===== src/hdl/psa_pkg.sv =====
// Purpose: Shared constants and types for the port security admission block
// Assumes: Eight limited fast ports, two gigabit ports
// Notes: Frame classification is done upstream; this block sees one descriptor per frame
package psa_pkg;
    localparam int NUM_PORTS = 10;
    localparam int NUM_FAST = 8;
    localparam int PORT_W = 4;
    localparam int CNT_W = 7;
    localparam logic [6:0] LIMIT_MAX = 7'h40;
    localparam logic [6:0] LIMIT_OFF = 7'h00;
    localparam logic [3:0] RETRY_W0 = 4'h0;
    localparam logic [CNT_W-1:0] CNT_ZERO = 7'h00;

    typedef enum logic [1:0] {
        PSA_MODE_NONE,
        PSA_MODE_FU,
        PSA_MODE_FA,
        PSA_MODE_AUTO
    } psa_mode_e;

    typedef enum logic [2:0] {
        PSA_EAP_NONE,
        PSA_EAP_START,
        PSA_EAP_LOGOFF,
        PSA_EAP_OTHER
    } psa_eap_e;

    // Ingress frame descriptor from the parser
    typedef struct packed {
        logic [3:0] port;
        logic is_eapol;
        psa_eap_e eap_kind;
        logic sa_known;
    } psa_frame_s;

    // Server verdict for one port
    typedef struct packed {
        logic [3:0] port;
        logic accept;
        logic reject;
        logic timeout;
    } psa_verdict_s;
endpackage

===== src/hdl/psa_admission.sv =====
// Purpose: Per-port source-address learning cap and 802.1X authorization gate
// Assumes: Table lookup, aging and server relay framing are done outside
// Notes: One frame decision per clock, given in the cycle after the frame is offered
//
// What this block does
// - Per-port learned-address cap 1 to 64; zero disables the cap.
// - One global enable turns address limiting on or off.
// - Slots fill first come first served; stored entries never displaced.
// - Stored entries stay until aging removes them.
// - First unseen address on a port with a free slot is learned.
// - Full limited port forwards only known sources, blocks the rest.
// - Limiting applies only to fast ports zero through seven.
// - Every controlled port starts unauthorized.
// - Unauthorized port drops ingress and egress frames except EAPOL.
// - Auto mode sends identity request when link rises.
// - EAPOL start from client triggers an identity request.
// - With 802.1X disabled, EAPOL frames from clients are dropped.
// - Client EAP payload passed to server stripped of Ethernet header, unmodified.
// - Server EAP payload rewrapped in Ethernet toward the client.
// - Successful authentication authorizes the port for all traffic.
// - Failed authentication keeps port unauthorized, retry still allowed.
// - Server silence causes retransmit; fail after configured attempts.
// - Link down or EAPOL logoff returns port to unauthorized.
// - Four control modes: forced unauth, forced auth, auto, none.
`timescale 1ns/1ps
module psa_admission (
    input wire logic i_sys_clk,
    input wire logic i_reset_n,
    input wire logic i_limit_enable,
    input wire logic [9:0][6:0] i_source_address_learning_cap,
    input wire logic i_dot1x_enable,
    input wire logic [9:0][1:0] i_port_mode,
    input wire logic [9:0] i_port_auto_authentication_cmd,
    input wire logic [3:0] i_max_requests,
    input wire logic [9:0] i_link_up,
    input wire logic i_frame_valid,
    input wire psa_pkg::psa_frame_s i_frame,
    input wire logic i_age_valid,
    input wire logic [3:0] i_age_port,
    input wire logic i_verdict_valid,
    input wire psa_pkg::psa_verdict_s i_verdict,
    input wire logic i_egress_valid,
    input wire logic [3:0] i_egress_port,
    input wire logic i_egress_is_eapol,
    output logic o_fwd_valid,
    output logic o_fwd_pass,
    output logic o_fwd_learn,
    output logic o_fwd_to_server,
    output logic o_egress_pass,
    output logic [9:0] o_id_request,
    output logic [9:0] o_authorized,
    output logic [9:0] o_auth_failed,
    output logic [9:0][6:0] o_learned_count
);
    // ********************************************************************
    // Helpers
    // ********************************************************************
    function automatic logic port_open(input psa_pkg::psa_mode_e m, input logic auth,
                                       input logic en);
        logic r;
        r = 1'b1;
        if (en) begin
            case (m)
                psa_pkg::PSA_MODE_FU: r = 1'b0;
                psa_pkg::PSA_MODE_FA: r = 1'b1;
                psa_pkg::PSA_MODE_AUTO: r = auth;
                default: r = 1'b1;
            endcase
        end
        return r;
    endfunction

    function automatic logic limited(input logic [3:0] p, input logic [6:0] cap,
                                     input logic en);
        return en && (p < 4'(psa_pkg::NUM_FAST)) && (cap != psa_pkg::LIMIT_OFF);
    endfunction

    // Caps above the largest legal value act as the largest value
    function automatic logic [6:0] cap_of(input logic [6:0] cap);
        return (cap > psa_pkg::LIMIT_MAX) ? psa_pkg::LIMIT_MAX : cap;
    endfunction

    // ********************************************************************
    // Per-port authorization state
    // ********************************************************************
    logic [9:0] auth_ff, nxt_auth;
    logic [9:0] fail_ff, nxt_fail;
    logic [9:0] link_ff;
    logic [9:0] idreq_ff, nxt_idreq;
    logic [9:0][3:0] tries_ff, nxt_tries;
    logic [9:0][6:0] cnt_ff, nxt_cnt;
    logic learn_now;

    always_comb begin
        nxt_auth = auth_ff;
        nxt_fail = fail_ff;
        nxt_idreq = '0;
        nxt_tries = tries_ff;
        for (int p = 0; p < psa_pkg::NUM_PORTS; p++) begin
            if (psa_pkg::psa_mode_e'(i_port_mode[p]) != psa_pkg::PSA_MODE_AUTO
                || !i_dot1x_enable) begin
                nxt_auth[p] = 1'b0;
                nxt_tries[p] = psa_pkg::RETRY_W0;
            end else begin
                if (i_link_up[p] && !link_ff[p] && i_port_auto_authentication_cmd[p]) begin
                    nxt_idreq[p] = 1'b1;
                    nxt_fail[p] = 1'b0;
                end
                if (i_frame_valid && i_frame.is_eapol && i_frame.port == 4'(p)
                    && i_frame.eap_kind == psa_pkg::PSA_EAP_START) begin
                    nxt_idreq[p] = 1'b1;
                    nxt_fail[p] = 1'b0;
                    nxt_tries[p] = psa_pkg::RETRY_W0;
                end
                if (i_verdict_valid && i_verdict.port == 4'(p)) begin
                    if (i_verdict.accept) begin
                        nxt_auth[p] = 1'b1;
                        nxt_tries[p] = psa_pkg::RETRY_W0;
                    end else if (i_verdict.reject) begin
                        nxt_auth[p] = 1'b0;
                        nxt_fail[p] = 1'b1;
                        nxt_tries[p] = psa_pkg::RETRY_W0;
                    end else if (i_verdict.timeout) begin
                        if (tries_ff[p] + 4'h1 >= i_max_requests) begin
                            nxt_fail[p] = 1'b1;
                            nxt_tries[p] = psa_pkg::RETRY_W0;
                        end else begin
                            nxt_idreq[p] = 1'b1;
                            nxt_tries[p] = tries_ff[p] + 4'h1;
                        end
                    end
                end
                if ((!i_link_up[p] && link_ff[p]) || (i_frame_valid && i_frame.is_eapol
                    && i_frame.port == 4'(p) && i_frame.eap_kind == psa_pkg::PSA_EAP_LOGOFF)) begin
                    nxt_auth[p] = 1'b0;
                end
            end
        end
    end

    always_ff @(posedge i_sys_clk) begin
        if (!i_reset_n) begin
            auth_ff <= '0;
            fail_ff <= '0;
            idreq_ff <= '0;
            tries_ff <= '0;
            link_ff <= '0;
        end else begin
            auth_ff <= nxt_auth;
            fail_ff <= nxt_fail;
            idreq_ff <= nxt_idreq;
            tries_ff <= nxt_tries;
            link_ff <= i_link_up;
        end
    end

    // ********************************************************************
    // Learned-address counters
    // ********************************************************************
    always_comb begin
        nxt_cnt = cnt_ff;
        for (int p = 0; p < psa_pkg::NUM_PORTS; p++) begin
            if (learn_now && i_frame.port == 4'(p)) begin
                nxt_cnt[p] = nxt_cnt[p] + 7'h01;
            end
            if (i_age_valid && i_age_port == 4'(p) && cnt_ff[p] != psa_pkg::CNT_ZERO) begin
                nxt_cnt[p] = nxt_cnt[p] - 7'h01;
            end
        end
    end

    always_ff @(posedge i_sys_clk) begin
        if (!i_reset_n) begin
            cnt_ff <= '0;
        end else begin
            cnt_ff <= nxt_cnt;
        end
    end

    // ********************************************************************
    // Ingress and egress decision
    // ********************************************************************
    logic [3:0] fp;
    logic open_in, lim, slot_free, eap_ok;
    logic nxt_fv, nxt_fp, nxt_fl, nxt_fs, nxt_ep;
    logic fv_ff, fp_ff, fl_ff, fs_ff, ep_ff;

    always_comb begin
        fp = i_frame.port;
        open_in = 1'b1;
        lim = 1'b0;
        slot_free = 1'b0;
        if (fp < 4'(psa_pkg::NUM_PORTS)) begin
            open_in = port_open(psa_pkg::psa_mode_e'(i_port_mode[fp]), auth_ff[fp],
                                i_dot1x_enable);
            lim = limited(fp, i_source_address_learning_cap[fp], i_limit_enable);
            slot_free = cnt_ff[fp] < cap_of(i_source_address_learning_cap[fp]);
        end
        eap_ok = i_frame.is_eapol && i_dot1x_enable;
        nxt_fv = i_frame_valid;
        nxt_fl = 1'b0;
        nxt_fs = 1'b0;
        nxt_fp = 1'b0;
        learn_now = 1'b0;
        if (i_frame_valid) begin
            if (i_frame.is_eapol) begin
                nxt_fp = 1'b0;
                nxt_fs = eap_ok;
            end else if (open_in) begin
                if (!lim || i_frame.sa_known) begin
                    nxt_fp = 1'b1;
                end else if (slot_free) begin
                    nxt_fp = 1'b1;
                    nxt_fl = 1'b1;
                    learn_now = 1'b1;
                end
            end
        end
        nxt_ep = 1'b0;
        if (i_egress_valid) begin
            if (i_egress_is_eapol) begin
                nxt_ep = i_dot1x_enable;
            end else if (i_egress_port < 4'(psa_pkg::NUM_PORTS)) begin
                nxt_ep = port_open(psa_pkg::psa_mode_e'(i_port_mode[i_egress_port]),
                                   auth_ff[i_egress_port], i_dot1x_enable);
            end
        end
    end

    always_ff @(posedge i_sys_clk) begin
        if (!i_reset_n) begin
            fv_ff <= 1'b0;
            fp_ff <= 1'b0;
            fl_ff <= 1'b0;
            fs_ff <= 1'b0;
            ep_ff <= 1'b0;
        end else begin
            fv_ff <= nxt_fv;
            fp_ff <= nxt_fp;
            fl_ff <= nxt_fl;
            fs_ff <= nxt_fs;
            ep_ff <= nxt_ep;
        end
    end

    assign o_fwd_valid = fv_ff;
    assign o_fwd_pass = fp_ff;
    assign o_fwd_learn = fl_ff;
    assign o_fwd_to_server = fs_ff;
    assign o_egress_pass = ep_ff;
    assign o_id_request = idreq_ff;
    assign o_authorized = auth_ff;
    assign o_auth_failed = fail_ff;
    assign o_learned_count = cnt_ff;

    // ********************************************************************
    // Assertion helpers
    // ********************************************************************
    logic [9:0] auto_on, link_rise, link_fall, rise_req;

    always_comb begin
        auto_on = '0;
        for (int p = 0; p < psa_pkg::NUM_PORTS; p++) begin
            auto_on[p] = i_dot1x_enable
                && (psa_pkg::psa_mode_e'(i_port_mode[p]) == psa_pkg::PSA_MODE_AUTO);
        end
    end

    assign link_rise = i_link_up & ~link_ff;
    assign link_fall = link_ff & ~i_link_up;
    assign rise_req = link_rise & i_port_auto_authentication_cmd & auto_on;
endmodule // psa_admission


===== config.mk =====
export PLATFORM = sky130hd
export DESIGN_NAME = psa_admission
export DESIGN_NICKNAME = d
export VERILOG_FILES = /design/src/hdl/psa_pkg.sv /design/src/hdl/psa_admission.sv
export SDC_FILE = /design/constraint.sdc
export NUM_CORES = 1
export LEC_CHECK = 0
export ABC_CLOCK_PERIOD_IN_PS = 12900
export BUFFER_PORTS_ARGS = -buffer_cell sky130_fd_sc_hd__buf_2
export CAP_MARGIN = 0
export CELL_PAD_IN_SITES_DETAIL_PLACEMENT = 1
export CELL_PAD_IN_SITES_GLOBAL_PLACEMENT = 2
export CORE_ASPECT_RATIO = 2
export CORE_MARGIN = 1.5
export CORE_UTILIZATION = 35
export CTS_CLUSTER_DIAMETER = 50
export DETAILED_ROUTE_END_ITERATION = 16
export PLACE_DENSITY = 0.91
export SYNTH_ARGS = -nofsm -noshare
export SYNTH_HDL_FRONTEND = slang
export SYNTH_SLANG_ARGS = --single-unit
export TNS_END_PERCENT = 1

===== constraint.sdc =====
create_clock -name i_sys_clk -period 12.9 [get_ports i_sys_clk]
set_clock_uncertainty 0.15 [all_clocks]
set_input_delay 1.29 -clock i_sys_clk [delete_from_list [all_inputs] [get_ports i_sys_clk]]
set_output_delay 1.29 -clock i_sys_clk [all_outputs]
set_load 0.05 [all_outputs]

==> results.yml, run 1 <==
outcome:
  status: "finished, final reports clean"
floorplanning:
  fp-row-count: 95
  die_y_um: 263.4
  io_pins: 252
  coreArea_um2: 33520
  initial_utilization_pct: 35.41
  die-width_um: 133.2
  dieArea_um2: 35100
logic_synthesis:
  synthCells: 1436
  yosysSeqAreaShare_pct: 26.14
  mappedNetlistArea_um2: 11870
  synth_edf_count: 0
  synth_top_area_share_pct: 26.14
  ys_seq_elements: 155
  synth.area.top_cells: "dfxtp_1 26%, ha_1 8.9%, nor2_1 4.7%"
  avgSynthCellArea_um2: 8.266
  synth_nets: 1667
  ys_warn_count: 0
  synthArstFlopShare_pct: 0
  ys.flop_type: "dfxtp_1"
  synth_top_area_cell: "dfxtp_1"
  ys_types: 81
power:
  pwr-share-comb_pct: 13.9
  clockPowerShare_pct: 45.9
  p_leak_nw: 5.822
  switching_power_w: 0.0003300
  p_seq_share_pct: 40.2
  ir_worst_vdd_mv: 0.09884
  pwr_density_cell_nw_per_um2: 85.29
  p_sw_share_pct: 27.44
  p_int_w: 0.0008723
detailed_routing:
  post_drt_wl_per_cell_um: 23.92
  postRouteAntennaNets: 0
  drt-pass1-iter-count: 5
  drc: 0
  vias_per_cell: 5.934
  drt-initial-drc-count: 676
  routed_wl_mm: 50.28
  num_vias: 12470
final_layout:
  insertedDiodeCount: 0
  nNetsFinal: 1886
  drive_gt1_share_pct: 22.15
  area_delta_synth_final_pct: 18.76
sta:
  finalSetupTns_ns: 0
  max_freq_mhz: 141.3
  setup-violations-final: 0
  worst_pin_slew_ns: 1.237
  post-route-period-util_pct: 54.87
  drv_slew: 0
  fin_crit_ns: 7.079
  whs_ns: 0.3350
  finalHoldViolCount: 0
  finalWorstSetupSlack_ns: 5.821
  rsz0062_at_grt: "no"
  slew_headroom_pct: 17.25
clock_network:
  path_clk_slew_ns: 0.06
  cts_root_buf: "clkbuf_16"
  clock_latency_ns: 0.46
  cts-buffers-inserted: 17
  postCtsSetupRepairBufs: 0
  cts_htree_levels: 4
  cts_sinks: 155
  cts_tree: "done"
  cts_max_path_buffers: 2
  post_cts_resized: 0
  ctsHoldBuffers: 0
worst_setup_path:
  reg2reg_setup_slack_ns: 7.21
  cp-start-kind: "input port"
  crit_chain: "buf_2, buf_4, mux4_2, and2_1, or3_4, inv_2, nand2_1, ha_1, a21oi_1, o211ai_1, a2111oi_0, a31o_2, and4b_1, nand4_1, mux2_2, inv_1, ha_1, nand2_1, a31oi_1, mux2i_1, xnor2_1, nor2_1"
  crit_required_ns: 13.06
  worstPathMaxFanout: 49
  worstSetupPathType: "input port to register"
  slowest_delay_ns: 0.75
  timing.critical_path.to_type: "register"
  worstPathArrival_ns: 7.24
  cpMaxStageDelayCell: "and4b_1"
global_routing:
  grt_pass1_vias: 13160
  antenna_found_initial: 0
  overflow: 0
  track_usage_pct: 28.35
  grt_pass1_wl_mm: 75.50
  grt_start_max_net_pins: 60
placement:
  place.gp.congestion: 0.8870
  dpl.hpwl_mm: 39.77
  place_ws_ns: 5.454
  port_buffers: 251
job:
  maxCapViolations: 0
hold_path:
  min_path_type: "register to register"
==> state kept, by name, summed over array words and instances, names as in the netlist <==
register / count
o_egress_pass: 1
o_id_request: 10
link_ff: 10
o_learned_count: 70
o_fwd_valid: 1
o_fwd_to_server: 1
o_auth_failed: 10
o_authorized: 10
tries_ff: 40
o_fwd_learn: 1
o_fwd_pass: 1
==> cell usage in the layout, fill, tap and decap left out, types with 45 or more instances in the layout <==
cell       n
a21oi_1   82
buf_2    251
dfxtp_1  155
ha_1      84
mux2i_1   52
nand2_1  120
nand3_1   62
nor2_1   150
nor3_1    46
xnor2_1   58
xor2_1    45
==> critical path: cells and delay by family <==
kind                     cells  cell delay, ns
AO/OA/AOI/OAI                5            1.22
XOR/XNOR                     1            0.14
adder cells (fa/ha/maj)      2            0.44
buffers and inverters        4            0.89
multiplexers                 3            1.26
AND/OR/NAND/NOR              7            1.95
==> power by group through the flow <==
stage / registers [W] / logic, W / clock network (W)
final: 0.000483 / 0.000167 / 0.000552
after global routing: 0.000483 / 0.000176 / 0.000581
after CTS: 0.000483 / 0.000165 / 0.000562
after detailed placement: 0.000494 / 0.000164 / 0
after global placement: 0.000493 / 0.000162 / 0
after floorplan: 0.000496 / 0.0000886 / 0
==> final cells by class <==
type                    count  area, µm²
clock inverters             6      108.9
multi-input cells        1180       8346
fillers                  4133      19420
flip-flops and latches    155       3103
repair buffers            261       1331
inverters                  40      151.4
clock buffers              24      511.7
well taps                 436      545.5
==> metrics by stage <==
stage	util [%]	cell area (µm²)	total power [W]	cells
3_5_place_dp	40.21	13480	0.0006577	2072
4_1_cts	42.06	14100	0.001210	2102
5_1_grt	42.06	14100	0.001240	2102
3_3_place_gp	40.21	13480	0.0006551	2072
2_1_floorplan	-	11870	0.0005851	1436
6_report	42.06	14100	0.001202	2102
==> metal layers <==
metal | vias to the layer above | global-route usage [%] | routed length (µm) | share of wire, %
met5 | - | 0 | 0 | 0
met4 | 0 | 19.07 | 3551 | 7.1
met3 | 165 | 4.198 | 2180 | 4.3
met2 | 470 | 55.43 | 27930 | 56
met1 | 6168 | 26.51 | 16610 | 33
li1 | 5671 | - | - | -
==> synth_stat cells (5+ instances only) <==
| cell type | n |
|---|---|
| a2111oi_0 | 11 |
| a211oi_1 | 18 |
| a21o_1 | 22 |
| a21oi_1 | 82 |
| a221oi_1 | 7 |
| a22oi_1 | 29 |
| a31oi_1 | 10 |
| and2_1 | 35 |
| and3_1 | 9 |
| buf_2 | 10 |
| clkbuf_1 | 43 |
| dfxtp_1 | 155 |
| ha_1 | 84 |
| inv_1 | 39 |
| mux2_2 | 17 |
| mux2i_1 | 52 |
| mux4_2 | 20 |
| nand2_1 | 120 |
| nand2b_1 | 36 |
| nand3_1 | 62 |
| nand3b_1 | 12 |
| nand4_1 | 25 |
| nor2_1 | 150 |
| nor2b_1 | 34 |
| nor3_1 | 46 |
| nor3b_1 | 8 |
| nor4_1 | 17 |
| nor4b_1 | 7 |
| o211ai_1 | 7 |
| o21ai_0 | 41 |
| o22ai_1 | 13 |
| o31ai_1 | 6 |
| or2_2 | 10 |
| or3b_2 | 5 |
| or4_1 | 9 |
| xnor2_1 | 58 |
| xor2_1 | 45 |
==> final timing paths <==
kind              depth (start not counted)                   to          startpoint
hold reg to reg                           2     o_auth_failed[9]    o_auth_failed[9]
setup / recovery                         22  o_learned_count[13]          i_frame[5]
setup reg to reg                         20  o_learned_count[13]  o_learned_count[9]
hold / removal                            2     o_auth_failed[9]    o_auth_failed[9]
==> cell families (layout without fill, tap and decap cells) <==
| kind of cell | Yosys count | after routing | share of synthesized area [%] |
|---|---|---|---|
| compound gates | 277 | 277 | 15.42 |
| fa+ha+maj | 84 | 84 | 8.854 |
| xor+xnor | 104 | 104 | 7.737 |
| buf+inv | 101 | 331 | 3.552 |
| simple gates | 621 | 621 | 27.50 |
| mux | 94 | 94 | 10.79 |
| flops | 155 | 155 | 26.14 |
Power figures use the tool's default switching activity.
==> inputs of run 2 (changes only) <==
ABC_CLOCK_PERIOD_IN_PS = 5800   (was 12900)
CORE_UTILIZATION = 30   (was 35)
PLACE_DENSITY = 0.84   (was 0.91)
clock period = 5.8 ns   (was 12.9 ns; I/O delays follow)
==> run 2 against run 1 <==
  * Routed wire length grew 6.3%
  * Cell count rose by 5.2%
  * Die area rose by 16%
  * Sequential power up 120%
==> results.yml, run 2 (synthesis gave the netlist of run 1 again) <==
worst_setup_path:
  cp_top_family: "compound AO/OA/AOI/OAI gates"
  slowest_delay_ns: 0.51
  crit_chain: "buf_2, buf_12, mux4_2, or2_2, a32oi_1, nand2b_1, ha_1, a21oi_1, o21ai_0, a2111oi_0, a31o_2, and4b_1, buf_4, and4_1, mux2i_2, ha_1, nand2_1, a21oi_2, mux2i_1, mux2i_1"
  worstSetupPathType: "input port to register"
  cpMaxStageDelayCell: "mux4_2"
  worstPathArrival_ns: 5.55
  worstPathMaxFanout: 21
  cp-start-kind: "input port"
  timing.critical_path.to_type: "register"
  crit_buf_inv: 3
  crit_required_ns: 6.05
outcome:
  status: "finished, final reports clean"
floorplanning:
  dieArea_um2: 40840
  coreArea_um2: 38920
  die_y_um: 284.3
  io_pins: 252
  fp-row-count: 102
  die-width_um: 143.7
  initial_utilization_pct: 30.50
clock_network:
  ctsHoldBuffers: 0
  cts_root_buf: "clkbuf_16"
  cts_sinks: 155
  cts-buffers-inserted: 17
  path_clk_slew_ns: 0.07
  cts_htree_levels: 4
  cts_max_path_buffers: 2
  cts_tree: "done"
  clock_latency_ns: 0.47
  postCtsSetupRepairBufs: 0
  post_cts_resized: 0
detailed_routing:
  wl_met2_mm: 29.64
  drc: 0
  post_drt_wl_per_cell_um: 24.15
  highest_layer: "met4"
  route.met3.wl_mm: 2.626
  vias_per_cell: 5.684
  drt-initial-drc-count: 588
  routed_wl_mm: 53.43
  num_vias: 12570
  postRouteAntennaNets: 0
  drt-pass1-iter-count: 4
  met1_length_mm: 17.69
sta:
  rsz0062_at_grt: "no"
  post-route-period-util_pct: 91.34
  setup-violations-final: 0
  max_freq_mhz: 188.8
  worst_pin_slew_ns: 1.034
  whs_ns: 0.2092
  slew_headroom_pct: 30.90
  fin_crit_ns: 5.298
  drv_slew: 0
  finalHoldViolCount: 0
  finalSetupTns_ns: 0
placement:
  port_buffers: 251
  dpl.hpwl_mm: 43.22
  place.gp.congestion: 0.9330
global_routing:
  grt_pass1_wl_mm: 80.33
  antenna_found_initial: 2
  grt_pass1_vias: 13560
  grt_start_max_net_pins: 42
  overflow: 0
  track_usage_pct: 26.39
final_layout:
  fillers: 4711
  nNetsFinal: 1905
  final_cell_mix: "251 x buf_2, 155 x dfxtp_1, 150 x nor2_1"
  largest_reg_flops: 70
  area_delta_synth_final_pct: 21.26
  drive_gt1_share_pct: 23.18
  layout_commonest_cell: "buf_2"
power:
  p_leak_nw: 5.920
  ir_worst_vdd_mv: 0.2091
  pwr_density_cell_nw_per_um2: 187.6
job:
  maxCapViolations: 0
hold_path:
  min_path_type: "input port to register"
run 2: cell count changes in the layout (fill, tap and decap cells not counted), sizes merged:
cell	change
diode	+5
inv	+6
clkbuf	-5
buf	+19
clkinvlp	+3
clkinv	-2
run 2: worst paths after layout:
path	to	cells after the start	slack [ns]	start
max	o_learned_count[20]	20	0.50	i_frame[5]
min	o_egress_pass	2	0.21	i_egress_valid
max reg2reg	o_learned_count[20]	19	0.63	o_learned_count[18]
min reg2reg	o_auth_failed[7]	2	0.32	o_auth_failed[7]
run 2: where the power goes:
part / total (W) / leakage (nW) / switching (W) / internal (W)
logic: 0.000379 / 4.37 / 0.000243 / 0.000136
clock network: 0.00125 / 0.301 / 0.000537 / 0.000712
registers: 0.00107 / 1.25 / 0.00000350 / 0.00107
run 2: per-layer routing:
metal | vias up | global-route usage (%)
met5 | - | 0
met3 | 163 | 3.689
met2 | 455 | 50.99
met4 | 0 | 17.04
met1 | 6243 | 25.11
li1 | 5712 | -
run 2: through the flow:
step / setup slack [ns] / instance area [µm²] / utilization, % / instances / total power (W)
4_1_cts: 0.5110 / 14380 / 36.95 / 2207 / 0.002718
2_1_floorplan: 0.1225 / 11870 / - / 1436 / 0.001301
3_3_place_gp: 0.1810 / 13750 / 35.32 / 2175 / 0.001468
3_5_place_dp: 0.03985 / 13750 / 35.32 / 2175 / 0.001473
6_report: 0.5023 / 14390 / 36.98 / 2212 / 0.002701
5_1_grt: 0.1239 / 14380 / 36.95 / 2208 / 0.002783
run 2: final cells by class:
cell class / count / area [µm²] / share of cell area [%]
clock buffer: 19 / 452.9 / 3.147
inverter: 40 / 151.4 / 1.052
antenna: 5 / 12.51 / 0.08693
tap: 520 / 650.6 / 4.520
timing repair buffer: 280 / 1499 / 10.41
multi-input combinational: 1180 / 8346 / 57.98
clock inverter: 13 / 178.9 / 1.243
sequential: 155 / 3103 / 21.56
